===== config.mk =====
export PLATFORM = sky130hd
export DESIGN_NAME = sfp_pin_if
export DESIGN_NICKNAME = d
export VERILOG_FILES = /design/src/hdl/sfp_pkg.sv /design/src/hdl/sfp_pin_if.sv /design/src/hdl/sfp_protect.sv /design/src/hdl/sfp_sync.sv
export VERILOG_INCLUDE_DIRS = /design/src /design/src/hdl
export SDC_FILE = /design/constraint.sdc
export NUM_CORES = 1
export LEC_CHECK = 0
export BUFFER_PORTS_ARGS = -buffer_cell sky130_fd_sc_hd__clkbuf_2
export CELL_PAD_IN_SITES_DETAIL_PLACEMENT = 1
export CELL_PAD_IN_SITES_GLOBAL_PLACEMENT = 2
export CORE_MARGIN = 2
export CORE_UTILIZATION = 30
export CTS_CLUSTER_SIZE = 20
export DETAILED_ROUTE_END_ITERATION = 16
export PLACE_DENSITY_LB_ADDON = 0.25
export SLEW_MARGIN = 5
export SYNTH_ARGS = -nofsm -noshare
export SYNTH_HDL_FRONTEND = slang
export SYNTH_SLANG_ARGS = --single-unit
export TNS_END_PERCENT = 20

===== constraint.sdc =====
create_clock -name clk -period 6.44 [get_ports clk]
set_input_delay 0.322 -clock clk [delete_from_list [all_inputs] [get_ports clk]]
set_output_delay 0.322 -clock clk [all_outputs]
set_load 0.01 [all_outputs]

===== src/hdl/sfp_map.svh =====
// Constants for the serial flash pin interface: geometry, ids, reset values
`ifndef SFP_MAP_SVH
`define SFP_MAP_SVH

// ----------------------------------------------------------------
// Array geometry
// ----------------------------------------------------------------
`define SFP_ADDR_W        20
`define SFP_PAGE_BYTES    9'h100
`define SFP_PAGE_SHIFT    8
`define SFP_PAGE_IDX_W    12
`define SFP_PAGES         13'h1000
`define SFP_SECTOR_MASK   20'h00fff
`define SFP_BLK32_MASK    20'h07fff
`define SFP_BLK64_MASK    20'h0ffff
`define SFP_CHIP_MASK     20'hfffff
`define SFP_SECTOR_SHIFT  5'h0c
`define SFP_BLK32_SHIFT   5'h0f
`define SFP_BLK64_SHIFT   5'h10
`define SFP_CHIP_SHIFT    5'h14

// ----------------------------------------------------------------
// Serial framing
// ----------------------------------------------------------------
`define SFP_BYTE_BITS     4'h8
`define SFP_MASK_SINGLE   4'h2
`define SFP_MASK_DUAL     4'h3
`define SFP_MASK_QUAD     4'hf
`define SFP_OE_OFF        4'hf
`define SFP_PIN_RST       6'h3c   // Select reads low in reset, so reset never counts as select seen high

// ----------------------------------------------------------------
// Identification widths
// ----------------------------------------------------------------
`define SFP_MFR_W         8
`define SFP_DEV_W         16
`define SFP_UID_W         64

`endif


===== src/hdl/sfp_pkg.sv =====
// Types shared by the serial flash pin interface modules
package sfp_pkg;

  // ----------------------------------------------------------------
  // Lane width of the current phase, Gray ordered
  // ----------------------------------------------------------------
  typedef enum logic [1:0] {
    SFP_SINGLE = 2'h0,
    SFP_DUAL   = 2'h1,
    SFP_QUAD   = 2'h3
  } sfp_lane_t;

  // ----------------------------------------------------------------
  // Select framing states, Gray ordered
  // ----------------------------------------------------------------
  typedef enum logic [1:0] {
    SFP_WAIT_HIGH = 2'h0,
    SFP_READY     = 2'h1,
    SFP_ACTIVE    = 2'h3
  } sfp_frame_t;

  typedef enum logic [1:0] {
    SFP_ER_SECTOR = 2'h0,
    SFP_ER_BLK32  = 2'h1,
    SFP_ER_BLK64  = 2'h3,
    SFP_ER_CHIP   = 2'h2
  } sfp_erase_t;

  // Pin inputs; field order matches the synchroniser word
  typedef struct packed {
    logic [3:0] lane;
    logic       cs_n;
    logic       sck;
  } sfp_pins_t;

  typedef struct packed {
    logic       status_lock_bit;
    logic [2:0] region_protect_bits;
    logic       top_bottom_select;
    logic       sector_granularity_select;
    logic       protect_invert;
  } sfp_prot_t;

  typedef struct packed {
    logic [7:0]  mfr;
    logic [15:0] dev;
    logic [63:0] uid;
  } sfp_id_t;

endpackage


===== src/hdl/sfp_pin_if.sv =====
// Serial flash pin interface: select framing, lanes, pause and protection
// Function
// - Select high: deselected, all lane outputs released.
// - No instruction accepted until select seen falling after reset.
// - Single-lane inbound bits sampled from input pin on rising clock.
// - Single-lane outbound bits change on lane 1 at falling clock.
// - Dual and quad: sample on rising, launch on falling, bidirectional lanes.
// - Quad only with four-lane enable; then lanes 2 and 3 carry data.
// - Write-protect low with status lock blocks status register writes.
// - Protection bits cover one 4KB sector up to whole array.
// - Four-lane enable disables write-protect function.
// - Pause low while selected: float output, ignore input and clock.
// - Pause release resumes exactly where the transfer stopped.
// - Four-lane enable disables the pause function.
// - 4096 pages of 256 bytes; program takes at most 256 bytes.
// - Erase units: 4KB sector, 32KB, 64KB block or whole array.
// - 64-bit unique number plus maker and device ids readable.
// - Clock modes 0 and 3 both accepted at select edges.
// - Pause changes only while clock low, else after next falling edge.
`timescale 1ns/10ps
`include "sfp_map.svh"
module sfp_pin_if #(
  parameter logic [`SFP_MFR_W-1:0] MFR_ID    = 8'h5a,                 // Arbitrary value
  parameter logic [`SFP_DEV_W-1:0] DEV_ID    = 16'h1357,              // Arbitrary value
  parameter logic [`SFP_UID_W-1:0] UNIQUE_ID = 64'h0123_4567_89ab_cdef // Arbitrary value
) (
  input  wire logic                       clk,                  // 40 MHz system clock
  input  wire logic                       reset,                // Synchronous reset
  input  wire sfp_pkg::sfp_pins_t         pin_in,               // Clock, select, lane inputs
  output logic [3:0]                      lane_out,             // Lane output levels
  output logic [3:0]                      lane_oe_n,            // Lane drive, low drives
  input  wire logic                       four_lane_enable,     // Quad enable bit
  input  wire sfp_pkg::sfp_prot_t         prot,                 // Protection bits
  input  wire sfp_pkg::sfp_lane_t         lane_mode,            // Lanes of current phase
  input  wire logic                       out_phase,            // Device output phase
  input  wire logic [7:0]                 tx_byte,              // Next byte to send
  input  wire logic                       prog_active,          // Program data phase
  input  wire logic [`SFP_ADDR_W-1:0]     access_addr,          // Current array address
  input  wire sfp_pkg::sfp_erase_t        erase_kind,           // Erase unit
  output logic                            selected,             // Frame in progress
  output logic                            hold_active,          // Pause in force
  output logic [7:0]                      rx_byte,              // Last received byte
  output logic                            rx_valid,             // Byte received pulse
  output logic                            tx_taken,             // tx_byte consumed pulse
  output logic                            quad_refused,         // Quad asked, not enabled
  output logic                            status_write_blocked, // Status writes blocked
  output logic                            region_protected,     // Address protected
  output logic                            prog_data_ok,         // Program byte accepted
  output logic [`SFP_ADDR_W-1:0]          erase_base,           // First erased address
  output logic [`SFP_ADDR_W-1:0]          erase_last,           // Last erased address
  output logic [`SFP_PAGE_IDX_W-1:0]      page_index,           // Page of access_addr
  output sfp_pkg::sfp_id_t                id_info               // Identification data
);

  // ----------------------------------------------------------------
  // Declarations
  // ----------------------------------------------------------------
  sfp_pkg::sfp_pins_t pin_s;
  sfp_pkg::sfp_frame_t frame_q;
  sfp_pkg::sfp_lane_t eff_mode;
  logic              sck_d_q;
  logic              rise_ev;
  logic              fall_ev;
  logic              hold_q;
  logic              live;
  logic              rx_step;
  logic              tx_step;
  logic [2:0]        bit_cnt_q;
  logic [3:0]        step;
  logic              byte_done;
  logic [7:0]        rx_shift_q;
  logic [7:0]        rx_next;
  logic [7:0]        tx_shift_q;
  logic [7:0]        tx_load;
  logic [3:0]        lane_out_q;
  logic [3:0]        oe_n_q;
  logic              rx_valid_q;
  logic              tx_taken_q;
  logic              wp_block_q;
  logic [8:0]        prog_cnt_q;
  logic [`SFP_ADDR_W-1:0] er_base_q;
  logic [`SFP_ADDR_W-1:0] er_last_q;
  logic [`SFP_PAGE_IDX_W-1:0] page_q;
  sfp_pkg::sfp_id_t  id_q;

  // Bits moved per clock edge for a lane mode
  function automatic logic [3:0] lanes_of(input sfp_pkg::sfp_lane_t m);
    case (m)
      sfp_pkg::SFP_DUAL: lanes_of = 4'h2;
      sfp_pkg::SFP_QUAD: lanes_of = 4'h4;
      default:           lanes_of = 4'h1;
    endcase
  endfunction

  // Lanes driven in an output phase for a lane mode
  function automatic logic [3:0] drive_mask(input sfp_pkg::sfp_lane_t m);
    case (m)
      sfp_pkg::SFP_DUAL: drive_mask = `SFP_MASK_DUAL;
      sfp_pkg::SFP_QUAD: drive_mask = `SFP_MASK_QUAD;
      default:           drive_mask = `SFP_MASK_SINGLE;
    endcase
  endfunction

  // ----------------------------------------------------------------
  // Pin synchronisation and clock edges
  // ----------------------------------------------------------------
  sfp_sync #(
    .W   (6),
    .RST (`SFP_PIN_RST)
  ) u_sync (
    .clk   (clk),
    .reset (reset),
    .d     (pin_in),
    .q     (pin_s)
  );

  // Edge detection looks at the second stage only
  always_ff @(posedge clk) begin
    if (reset)
      sck_d_q <= 1'b0;
    else
      sck_d_q <= pin_s.sck;
  end

  assign rise_ev = pin_s.sck & ~sck_d_q;
  assign fall_ev = ~pin_s.sck & sck_d_q;

  // ----------------------------------------------------------------
  // Select framing
  // ----------------------------------------------------------------
  // Clock level at select edges is ignored, so modes 0 and 3 both work
  always_ff @(posedge clk) begin
    if (reset) begin
      frame_q <= sfp_pkg::SFP_WAIT_HIGH;
    end else begin
      case (frame_q)
        sfp_pkg::SFP_WAIT_HIGH: if (pin_s.cs_n) frame_q <= sfp_pkg::SFP_READY;
        sfp_pkg::SFP_READY:     if (!pin_s.cs_n) frame_q <= sfp_pkg::SFP_ACTIVE;
        sfp_pkg::SFP_ACTIVE:    if (pin_s.cs_n) frame_q <= sfp_pkg::SFP_READY;
        default:                frame_q <= sfp_pkg::SFP_WAIT_HIGH;
      endcase
    end
  end

  assign selected = (frame_q == sfp_pkg::SFP_ACTIVE) && !pin_s.cs_n;

  // Quad falls back to one lane without the enable
  assign eff_mode     = (lane_mode == sfp_pkg::SFP_QUAD && !four_lane_enable) ? sfp_pkg::SFP_SINGLE : lane_mode;
  assign quad_refused = selected && (lane_mode == sfp_pkg::SFP_QUAD) && !four_lane_enable;
  assign step         = lanes_of(eff_mode);

  // ----------------------------------------------------------------
  // Pause on lane 3
  // ----------------------------------------------------------------
  // Changes only while the clock is low: a request under a high clock waits
  // for the falling edge, which is still served before the pause bites
  always_ff @(posedge clk) begin
    if (reset || !selected || four_lane_enable)
      hold_q <= 1'b0;
    else if (!pin_s.sck)
      hold_q <= !four_lane_enable && !pin_s.lane[3];
  end

  assign hold_active = hold_q;
  assign live        = selected && !hold_q;
  assign rx_step     = live && rise_ev && !out_phase;
  assign tx_step     = live && fall_ev && out_phase;
  assign byte_done   = ({1'b0, bit_cnt_q} + step) == `SFP_BYTE_BITS;

  // ----------------------------------------------------------------
  // Bit counter shared by both directions
  // ----------------------------------------------------------------
  // Frozen during a pause so the transfer picks up where it stopped
  always_ff @(posedge clk) begin
    if (reset || !selected)
      bit_cnt_q <= 3'h0;
    else if (rx_step || tx_step)
      bit_cnt_q <= bit_cnt_q + step[2:0];
  end

  // ----------------------------------------------------------------
  // Receive path
  // ----------------------------------------------------------------
  always_comb begin
    case (eff_mode)
      sfp_pkg::SFP_DUAL: rx_next = {rx_shift_q[5:0], pin_s.lane[1:0]};
      sfp_pkg::SFP_QUAD: rx_next = {rx_shift_q[3:0], pin_s.lane[3:0]};
      default:           rx_next = {rx_shift_q[6:0], pin_s.lane[0]};
    endcase
  end

  // Sample on rising clock edges only
  always_ff @(posedge clk) begin
    if (reset) begin
      rx_shift_q <= 8'h00;
      rx_byte    <= 8'h00;
      rx_valid_q <= 1'b0;
    end else begin
      rx_valid_q <= rx_step && byte_done;
      if (rx_step) begin
        rx_shift_q <= rx_next;
        if (byte_done)
          rx_byte <= rx_next;
      end
    end
  end

  assign rx_valid = rx_valid_q;

  // ----------------------------------------------------------------
  // Transmit path
  // ----------------------------------------------------------------
  assign tx_load = (bit_cnt_q == 3'h0) ? tx_byte : tx_shift_q;

  // Launch on falling edges; lane 1 carries the top bit in single and dual, lane 3 in quad
  always_ff @(posedge clk) begin
    if (reset) begin
      tx_shift_q <= 8'h00;
      lane_out_q <= 4'h0;
      tx_taken_q <= 1'b0;
    end else begin
      tx_taken_q <= tx_step && (bit_cnt_q == 3'h0);
      if (tx_step) begin
        tx_shift_q <= tx_load << step;
        case (eff_mode)
          sfp_pkg::SFP_DUAL: lane_out_q <= {2'h0, tx_load[7:6]};
          sfp_pkg::SFP_QUAD: lane_out_q <= tx_load[7:4];
          default:           lane_out_q <= {2'h0, tx_load[7], 1'b0};
        endcase
      end
    end
  end

  assign tx_taken = tx_taken_q;
  assign lane_out = lane_out_q;

  // Drive only while selected, not paused, and in the output phase
  always_ff @(posedge clk) begin
    if (reset)
      oe_n_q <= `SFP_OE_OFF;
    else if (live && out_phase)
      oe_n_q <= ~drive_mask(eff_mode);
    else
      oe_n_q <= `SFP_OE_OFF;
  end

  assign lane_oe_n = oe_n_q;

  // ----------------------------------------------------------------
  // Write protection
  // ----------------------------------------------------------------
  always_ff @(posedge clk) begin
    if (reset)
      wp_block_q <= 1'b0;
    else
      wp_block_q <= prot.status_lock_bit && !four_lane_enable && !pin_s.lane[2];
  end

  assign status_write_blocked = wp_block_q;

  sfp_protect u_protect (
    .clk   (clk),
    .reset (reset),
    .addr  (access_addr),
    .prot  (prot),
    .hit   (region_protected)
  );

  // ----------------------------------------------------------------
  // Program byte limit and array geometry
  // ----------------------------------------------------------------
  // Bytes past one page are refused rather than wrapped
  always_ff @(posedge clk) begin
    if (reset || !prog_active)
      prog_cnt_q <= 9'h000;
    else if (rx_valid_q && prog_cnt_q < `SFP_PAGE_BYTES)
      prog_cnt_q <= prog_cnt_q + 9'h001;
  end

  assign prog_data_ok = prog_active && (prog_cnt_q < `SFP_PAGE_BYTES);

  // Erase span and page index from the current address
  always_ff @(posedge clk) begin
    if (reset) begin
      er_base_q <= '0;
      er_last_q <= '0;
      page_q    <= '0;
    end else begin
      page_q <= access_addr[`SFP_ADDR_W-1:`SFP_PAGE_SHIFT];
      case (erase_kind)
        sfp_pkg::SFP_ER_BLK32: begin
          er_base_q <= access_addr & ~`SFP_BLK32_MASK;
          er_last_q <= access_addr | `SFP_BLK32_MASK;
        end
        sfp_pkg::SFP_ER_BLK64: begin
          er_base_q <= access_addr & ~`SFP_BLK64_MASK;
          er_last_q <= access_addr | `SFP_BLK64_MASK;
        end
        sfp_pkg::SFP_ER_CHIP: begin
          er_base_q <= '0;
          er_last_q <= `SFP_CHIP_MASK;
        end
        default: begin
          er_base_q <= access_addr & ~`SFP_SECTOR_MASK;
          er_last_q <= access_addr | `SFP_SECTOR_MASK;
        end
      endcase
    end
  end

  assign erase_base = er_base_q;
  assign erase_last = er_last_q;
  assign page_index = page_q;

  // Identification held in flops: zero in reset, loaded the cycle after
  always_ff @(posedge clk) begin
    if (reset)
      id_q <= '0;
    else
      id_q <= '{mfr: MFR_ID, dev: DEV_ID, uid: UNIQUE_ID};
  end

  assign id_info = id_q;
endmodule


===== src/hdl/sfp_protect.sv =====
// Region protection decoder over the flash address space
`timescale 1ns/10ps
`include "sfp_map.svh"
module sfp_protect (
  input  wire logic                    clk,       // System clock
  input  wire logic                    reset,     // Synchronous reset
  input  wire logic [`SFP_ADDR_W-1:0]  addr,      // Address under test
  input  wire sfp_pkg::sfp_prot_t      prot,      // Protection bits
  output logic                         hit        // Address is protected
);

  logic [4:0] shift;
  logic       in_low;
  logic       in_high;
  logic       raw;

  // Region size: 4KB sectors up to 32KB, or 64KB blocks up to the whole array
  always_comb begin
    if (prot.sector_granularity_select) begin
      if (prot.region_protect_bits >= 3'h4)
        shift = `SFP_BLK32_SHIFT;
      else
        shift = `SFP_SECTOR_SHIFT + {2'h0, prot.region_protect_bits} - 5'h01;
    end else begin
      if (prot.region_protect_bits >= 3'h5)
        shift = `SFP_CHIP_SHIFT;
      else
        shift = `SFP_BLK64_SHIFT + {2'h0, prot.region_protect_bits} - 5'h01;
    end
    in_low  = (addr >> shift) == '0;
    in_high = ((~addr) >> shift) == '0;
    raw     = (prot.region_protect_bits != 3'h0) && (prot.top_bottom_select ? in_low : in_high);
  end

  // Registered so the result lines up with the other status outputs
  always_ff @(posedge clk) begin
    if (reset)
      hit <= 1'b0;
    else
      hit <= raw ^ prot.protect_invert;
  end

endmodule


===== src/hdl/sfp_sync.sv =====
// Two-stage synchroniser for asynchronous pin inputs
`timescale 1ns/10ps
module sfp_sync #(
  parameter int          W   = 6,
  parameter logic [5:0]  RST = 6'h3e
) (
  input  wire logic         clk,    // System clock
  input  wire logic         reset,  // Synchronous reset
  input  wire logic [W-1:0] d,      // Asynchronous inputs
  output logic      [W-1:0] q       // Synchronised outputs
);

  logic [W-1:0] meta_q;

  // First stage feeds only the second stage
  always_ff @(posedge clk) begin
    if (reset) begin
      meta_q <= RST[W-1:0];
      q      <= RST[W-1:0];
    end else begin
      meta_q <= d;
      q      <= meta_q;
    end
  end

endmodule


# Word-level counts from Yosys, hierarchy flattened
# Index checks and enable logic that the tools add are counted.
[op_classes] add_sub_neg=7 order_cmp=3 eq_ne=11 shift=3 mux=18 bitwise=8 n_reduce_logical=39
[op_table] operator="$pmux 20 s3" count=2
[op_table] operator="$mux 87" count=1
[op_table] operator="$logic_not 20->1" count=2
[op_table] operator="$shr 20x5->20" count=2
[op_table] operator="$not 20->20" count=1
[op_table] operator="$logic_and 1x1->1" count=18
[op_table] operator="$pmux 4 s2" count=2
[op_table] operator="$pmux 8 s2" count=1
[op_table] operator="$mux 5" count=3
[op_table] operator="$eq 2x2->1 const B" count=5
[op_table] operator="$sub 5x1->5 const B" count=2
[op_table] operator="$add 9x1->9 const B" count=1
[op_table] operator="$lt 9x9->1 const B" count=1
[op_table] operator="$logic_not 1->1" count=8
[op_table] operator="$mux 4" count=2
[op_table] operator="$mux 8" count=1
[op_table] operator="$shl 8x4->8" count=1
[op_table] operator="$eq 2x1->1 const B" count=3
[op_table] operator="$ge 3x3->1 const B" count=2
[op_table] operator="$mux 2" count=3
[op_table] operator="$pmux 3 s2" count=1
[op_table] operator="$add 4x3->5 const A" count=1
[op_table] operator="$add 5x3->5 const A" count=1
[op_table] operator="$add 3x4->4" count=1
[op_table] operator="16 further kinds" count=24
[totals] regBits=203 out_inout_bits=164 word_cells=111

# Logic depth before layout (Yosys ltp)
[depth] depth_word=9 depth_mapped=15

# Hierarchy
# A second synthesis with hierarchy kept.
[hier_totals] cells_unflattened=689 hier_area_um2=5793.1
[by_module_without_submodules] mod="sfp_pin_if" n_inst=1 cells_each=447 area_per_inst_um2=3983.8
[by_module_without_submodules] mod="sfp_protect" n_inst=1 cells_each=217 area_per_inst_um2=1480.2
[by_module_without_submodules] mod="sfp_sync" n_inst=1 cells_each=25 area_per_inst_um2=329.1

# Worst setup path before layout
# OpenSTA, ideal clock, no wires.
[synth_timing] path_kind="input to register" start="input port prot[3] (netlist name)" end="register u_protect.hit" setup_time_ns=0.067 t_arrival_ns=3.256 slack_ns=3.116 cell_stages=15 path_buffers=3 path_cell_list="inv_1 > ha_1 > buf_2 > or4_1 > buf_2 > nand3_4 > buf_4 > mux2i_1 > mux2i_1 > mux2_2 > o221ai_1 > nand3_1 > or4_1 > a31o_1 > a21oi_2"
[synth_via] elab_chain_len=9
[synth_lines] element="from (decl)" line="sfp_pin_if.sv:33" rtl="input wire sfp_pkg::sfp_prot_t prot,"
[synth_lines] element="$add 5x3->5 (no source line) / $add 4x3->5 (equally long branches)"
[synth_lines] element="$sub 5x1->5 (no source line)"
[synth_lines] element="$mux 5 (on tied branches)" line="sfp_protect.sv:25, sfp_protect.sv:20"
[synth_lines] element="$mux 5" line="sfp_protect.sv:19" rtl="if (prot.sector_granularity_select) begin"
[synth_lines] element="$shr 20x5->20 (on tied branches)" line="sfp_protect.sv:31, sfp_protect.sv:30"
[synth_lines] element="$logic_not 20->1 (on tied branches)" line="sfp_protect.sv:31, sfp_protect.sv:30"
[synth_lines] element="$mux 1" line="sfp_protect.sv:32" rtl="raw = (prot.region_protect_bits != 3'h0) && (prot.top_bottom_select ? in_low : in_high);"
[synth_lines] element="$logic_and 1x1->1 *" line="sfp_protect.sv:32"
[synth_lines] element="$xor 1x1->1 *" line="sfp_protect.sv:40" rtl="hit <= raw ^ prot.protect_invert;"
[synth_lines] element="to (signal assigned)" line="sfp_protect.sv:40"
[synth_lines] element="to (decl)" line="sfp_protect.sv:9" rtl="output logic hit"
# Mark *: on every way between the ends. The rest lies on a longest branch, timed or not.
# A chain may end at the register's enable or synchronous reset.

# Final worst setup path
# Same ends and word-level chain as after synthesis.

==> metrics.yaml <==
run_status:
  status: "finished, final reports clean"
synthesis:
  synth_common_cells: "buf_4 (114), dfxtp_1 (92), nor2_1 (74)"
  yosysSeqAreaShare_pct: 31.4
  synth-seq-cells: 92
  ys_types: 74
  netlist_instances: 713
  syn-mean-instance-area_um2: 8.22
  synth_top_area_share_pct: 31.4
  yosys_warnings: 0
  synthTopCellsByArea: "dfxtp_1 (31%), buf_4 (15%), mux2i_1 (6.3%)"
  synth-main-ff-cell: "dfxtp_1"
  synth.most_common_cell: "buf_4"
  synth_area_leader_cell: "dfxtp_1"
  synth-edff-count: 0
  synthArstFlopShare_pct: 0
  syn-cell-area_mm2: 0.00586
power:
  leakage_nw: 2.91
  power_per_cell_area_mw_per_mm2: 224
  worst_ir_drop_vdd_v: 0.000117
clocking:
  cts_buffers: 9
  holdBufCountCts: 0
  cts_tree: "built"
  clock-sinks: 92
  clock-root-buffer: "clkbuf_16"
  clk_pin_slew_worst_paths_ns: 0.07
  post_cts_buffers: 0
  ctsResizeCount: 0
  insertion_delay_ns: 0.35
  ctsLongestPathBuffers: 2
  htree_levels: 3
sta:
  slew_headroom_pct: 23.4
  finalSetupTns_ns: 0
  slew_violations: 0
  max_freq_ghz: 0.262
  setup_viol: 0
  period_share_pct: 59.2
  hold_violations: 0
  fin_skew_ns: 0.0113
  rsz0062_at_grt: "no"
  worst_pin_slew_ns: 1.15
  whs_ns: 0.144
  fin_crit_ns: 3.81
die:
  die_h_um: 144
  fp.coreArea_mm2: 0.0193
  start_util_pct: 30.3
  rows: 51
  io_pins: 214
  die_w_um: 144
  die-area_mm2: 0.0207
global_route:
  grt_pass1_wl_um: 27800
  first_global_vias: 5120
  grt_max_degree: 67
  grt_antenna_before_repair: 0
  grt_usage_pct: 17.3
  grt_overflow_total: 0
finish:
  final_area_mm2: 0.00652
  diodes: 0
  drive_gt1_share_pct: 26.8
  area_delta_synth_final_pct: 11.2
  final_cell_count_no_fill: 1067
  nNetsFinal: 861
detailed_routing:
  ant_nets: 0
  drt_drc_violations_left: 0
  wl_per_cell_um: 17.1
  dr_total_vias: 5199
  drt_iter0_drc: 271
  totalWireLength_um: 18300
  viasPerCell: 4.87
  drtPass1Iterations: 4
run:
  timing.max_cap.violations: 0
worst_setup_path:
  cp-start-kind: "primary input"
  cp.required_ns: 6.72
  critPathKind: "in2reg"
  startpoint: "prot[3]"
  rr_worst_depth: 8
  slowest_stage: "or4_1"
  reg2reg_setup_slack_ns: 3.75
  critical_path_buf_inv_count: 2
  crit_chain: "clkbuf_2 > inv_1 > ha_1 > or4_1 > nand3_4 > mux2i_1 > mux2i_1 > a2bb2oi_1 > a2111oi_0 > a21oi_1 > or4_1 > a31o_1 > a21oi_2"
  reg2reg_from: "frame_q[0]"
  cp_top_family: "simple AND/OR/NAND/NOR gates"
  end_kind: "flop"
  crit_arrival_ns: 4.09
  max_stage_delay_ns: 0.66
  path_max_fanout: 17
  r2r_end: "rx_byte[2]"
place:
  placed_cells: 1051
  io_buffer_count: 157
  dp_hpwl_um: 14000
  placed_cell_area_mm2: 0.00623
  gp_congestion: 0.861
min_path:
  min_path_cells: 2
  holdCritPathClass: "in2reg"
  whs_endpoint: "u_sync.meta_q[4]"
  worstHoldStart: "pin_in[4]"
## cell usage in the layout, fill, tap and decap left out, types with 17 or more instances in the layout
cell type and count:
a21oi_1 44, clkbuf_2 157, conb_1 56, dfxtp_1 92, mux2i_1 37, nand2_1 49
nand3_1 17, nor2_1 74, nor2b_1 27, nor3_1 25
## how the worst max path moves through the flow
stage	to	slack, ns	depth (start not counted)
after floorplan	u_protect.hit	3.12	15
after global placement	u_protect.hit	2.34	13
after detailed placement	u_protect.hit	2.25	13
after CTS	u_protect.hit	2.62	13
after global routing	u_protect.hit	2.44	13
final	u_protect.hit	2.63	13
## power breakdown
part	total, W	switching [W]	internal (W)
clock	0.000515	0.000246	0.000269
combinational	0.000341	0.000218	0.000123
sequential	0.000603	0.0000148	0.000588
## layer usage
metal / part of all wire, % / vias up / track usage [%]
li1: - / 2492 / -
met1: 45 / 2514 / 22.3
met2: 48 / 168 / 28.8
met3: 4.8 / 25 / 2.73
met4: 1.9 / 0 / 6.97
met5: 0 / - / 0
## cell families after synthesis
kind of cell,synth area share (%)
adder cells (fa/ha/maj),3.12
other,0.0640
AND/OR/NAND/NOR,22.0
XOR/XNOR,0.896
flip-flops,31.4
multiplexers,8.62
AO/OA/AOI/OAI,15.8
buffers and inverters,18.1
## through the flow
stage	power [W]	utilization [%]	setup slack [ns]
floorplan	0.000889	-	3.12
global placement	0.000951	32.2	2.34
detailed placement	0.000957	32.2	2.25
CTS	0.00148	33.7	2.62
global route	0.00154	33.7	2.44
finish	0.00146	33.7	2.63
## state kept, by name, summed over array words and instances (netlist names), 2 cells and up
signal         count
frame_q            2
erase_last         9
lane_oe_n          3
erase_base         8
tx_shift_q         8
prog_cnt_q         9
u_sync.meta_q      6
page_index        12
u_sync.q           6
rx_shift_q         7
rx_byte            8
lane_out           4
bit_cnt_q          3
## layout make-up
cell class | count | area [um2]
sequential | 92 | 1840
clock buffer | 9 | 225
clock inverter | 7 | 58.8
fill | 2386 | 12800
tap | 265 | 332
inverter | 16 | 60.1
timing repair buffer | 163 | 831
multi-input combinational | 515 | 3170
Note: power is estimated with default switching activity, not from simulation.
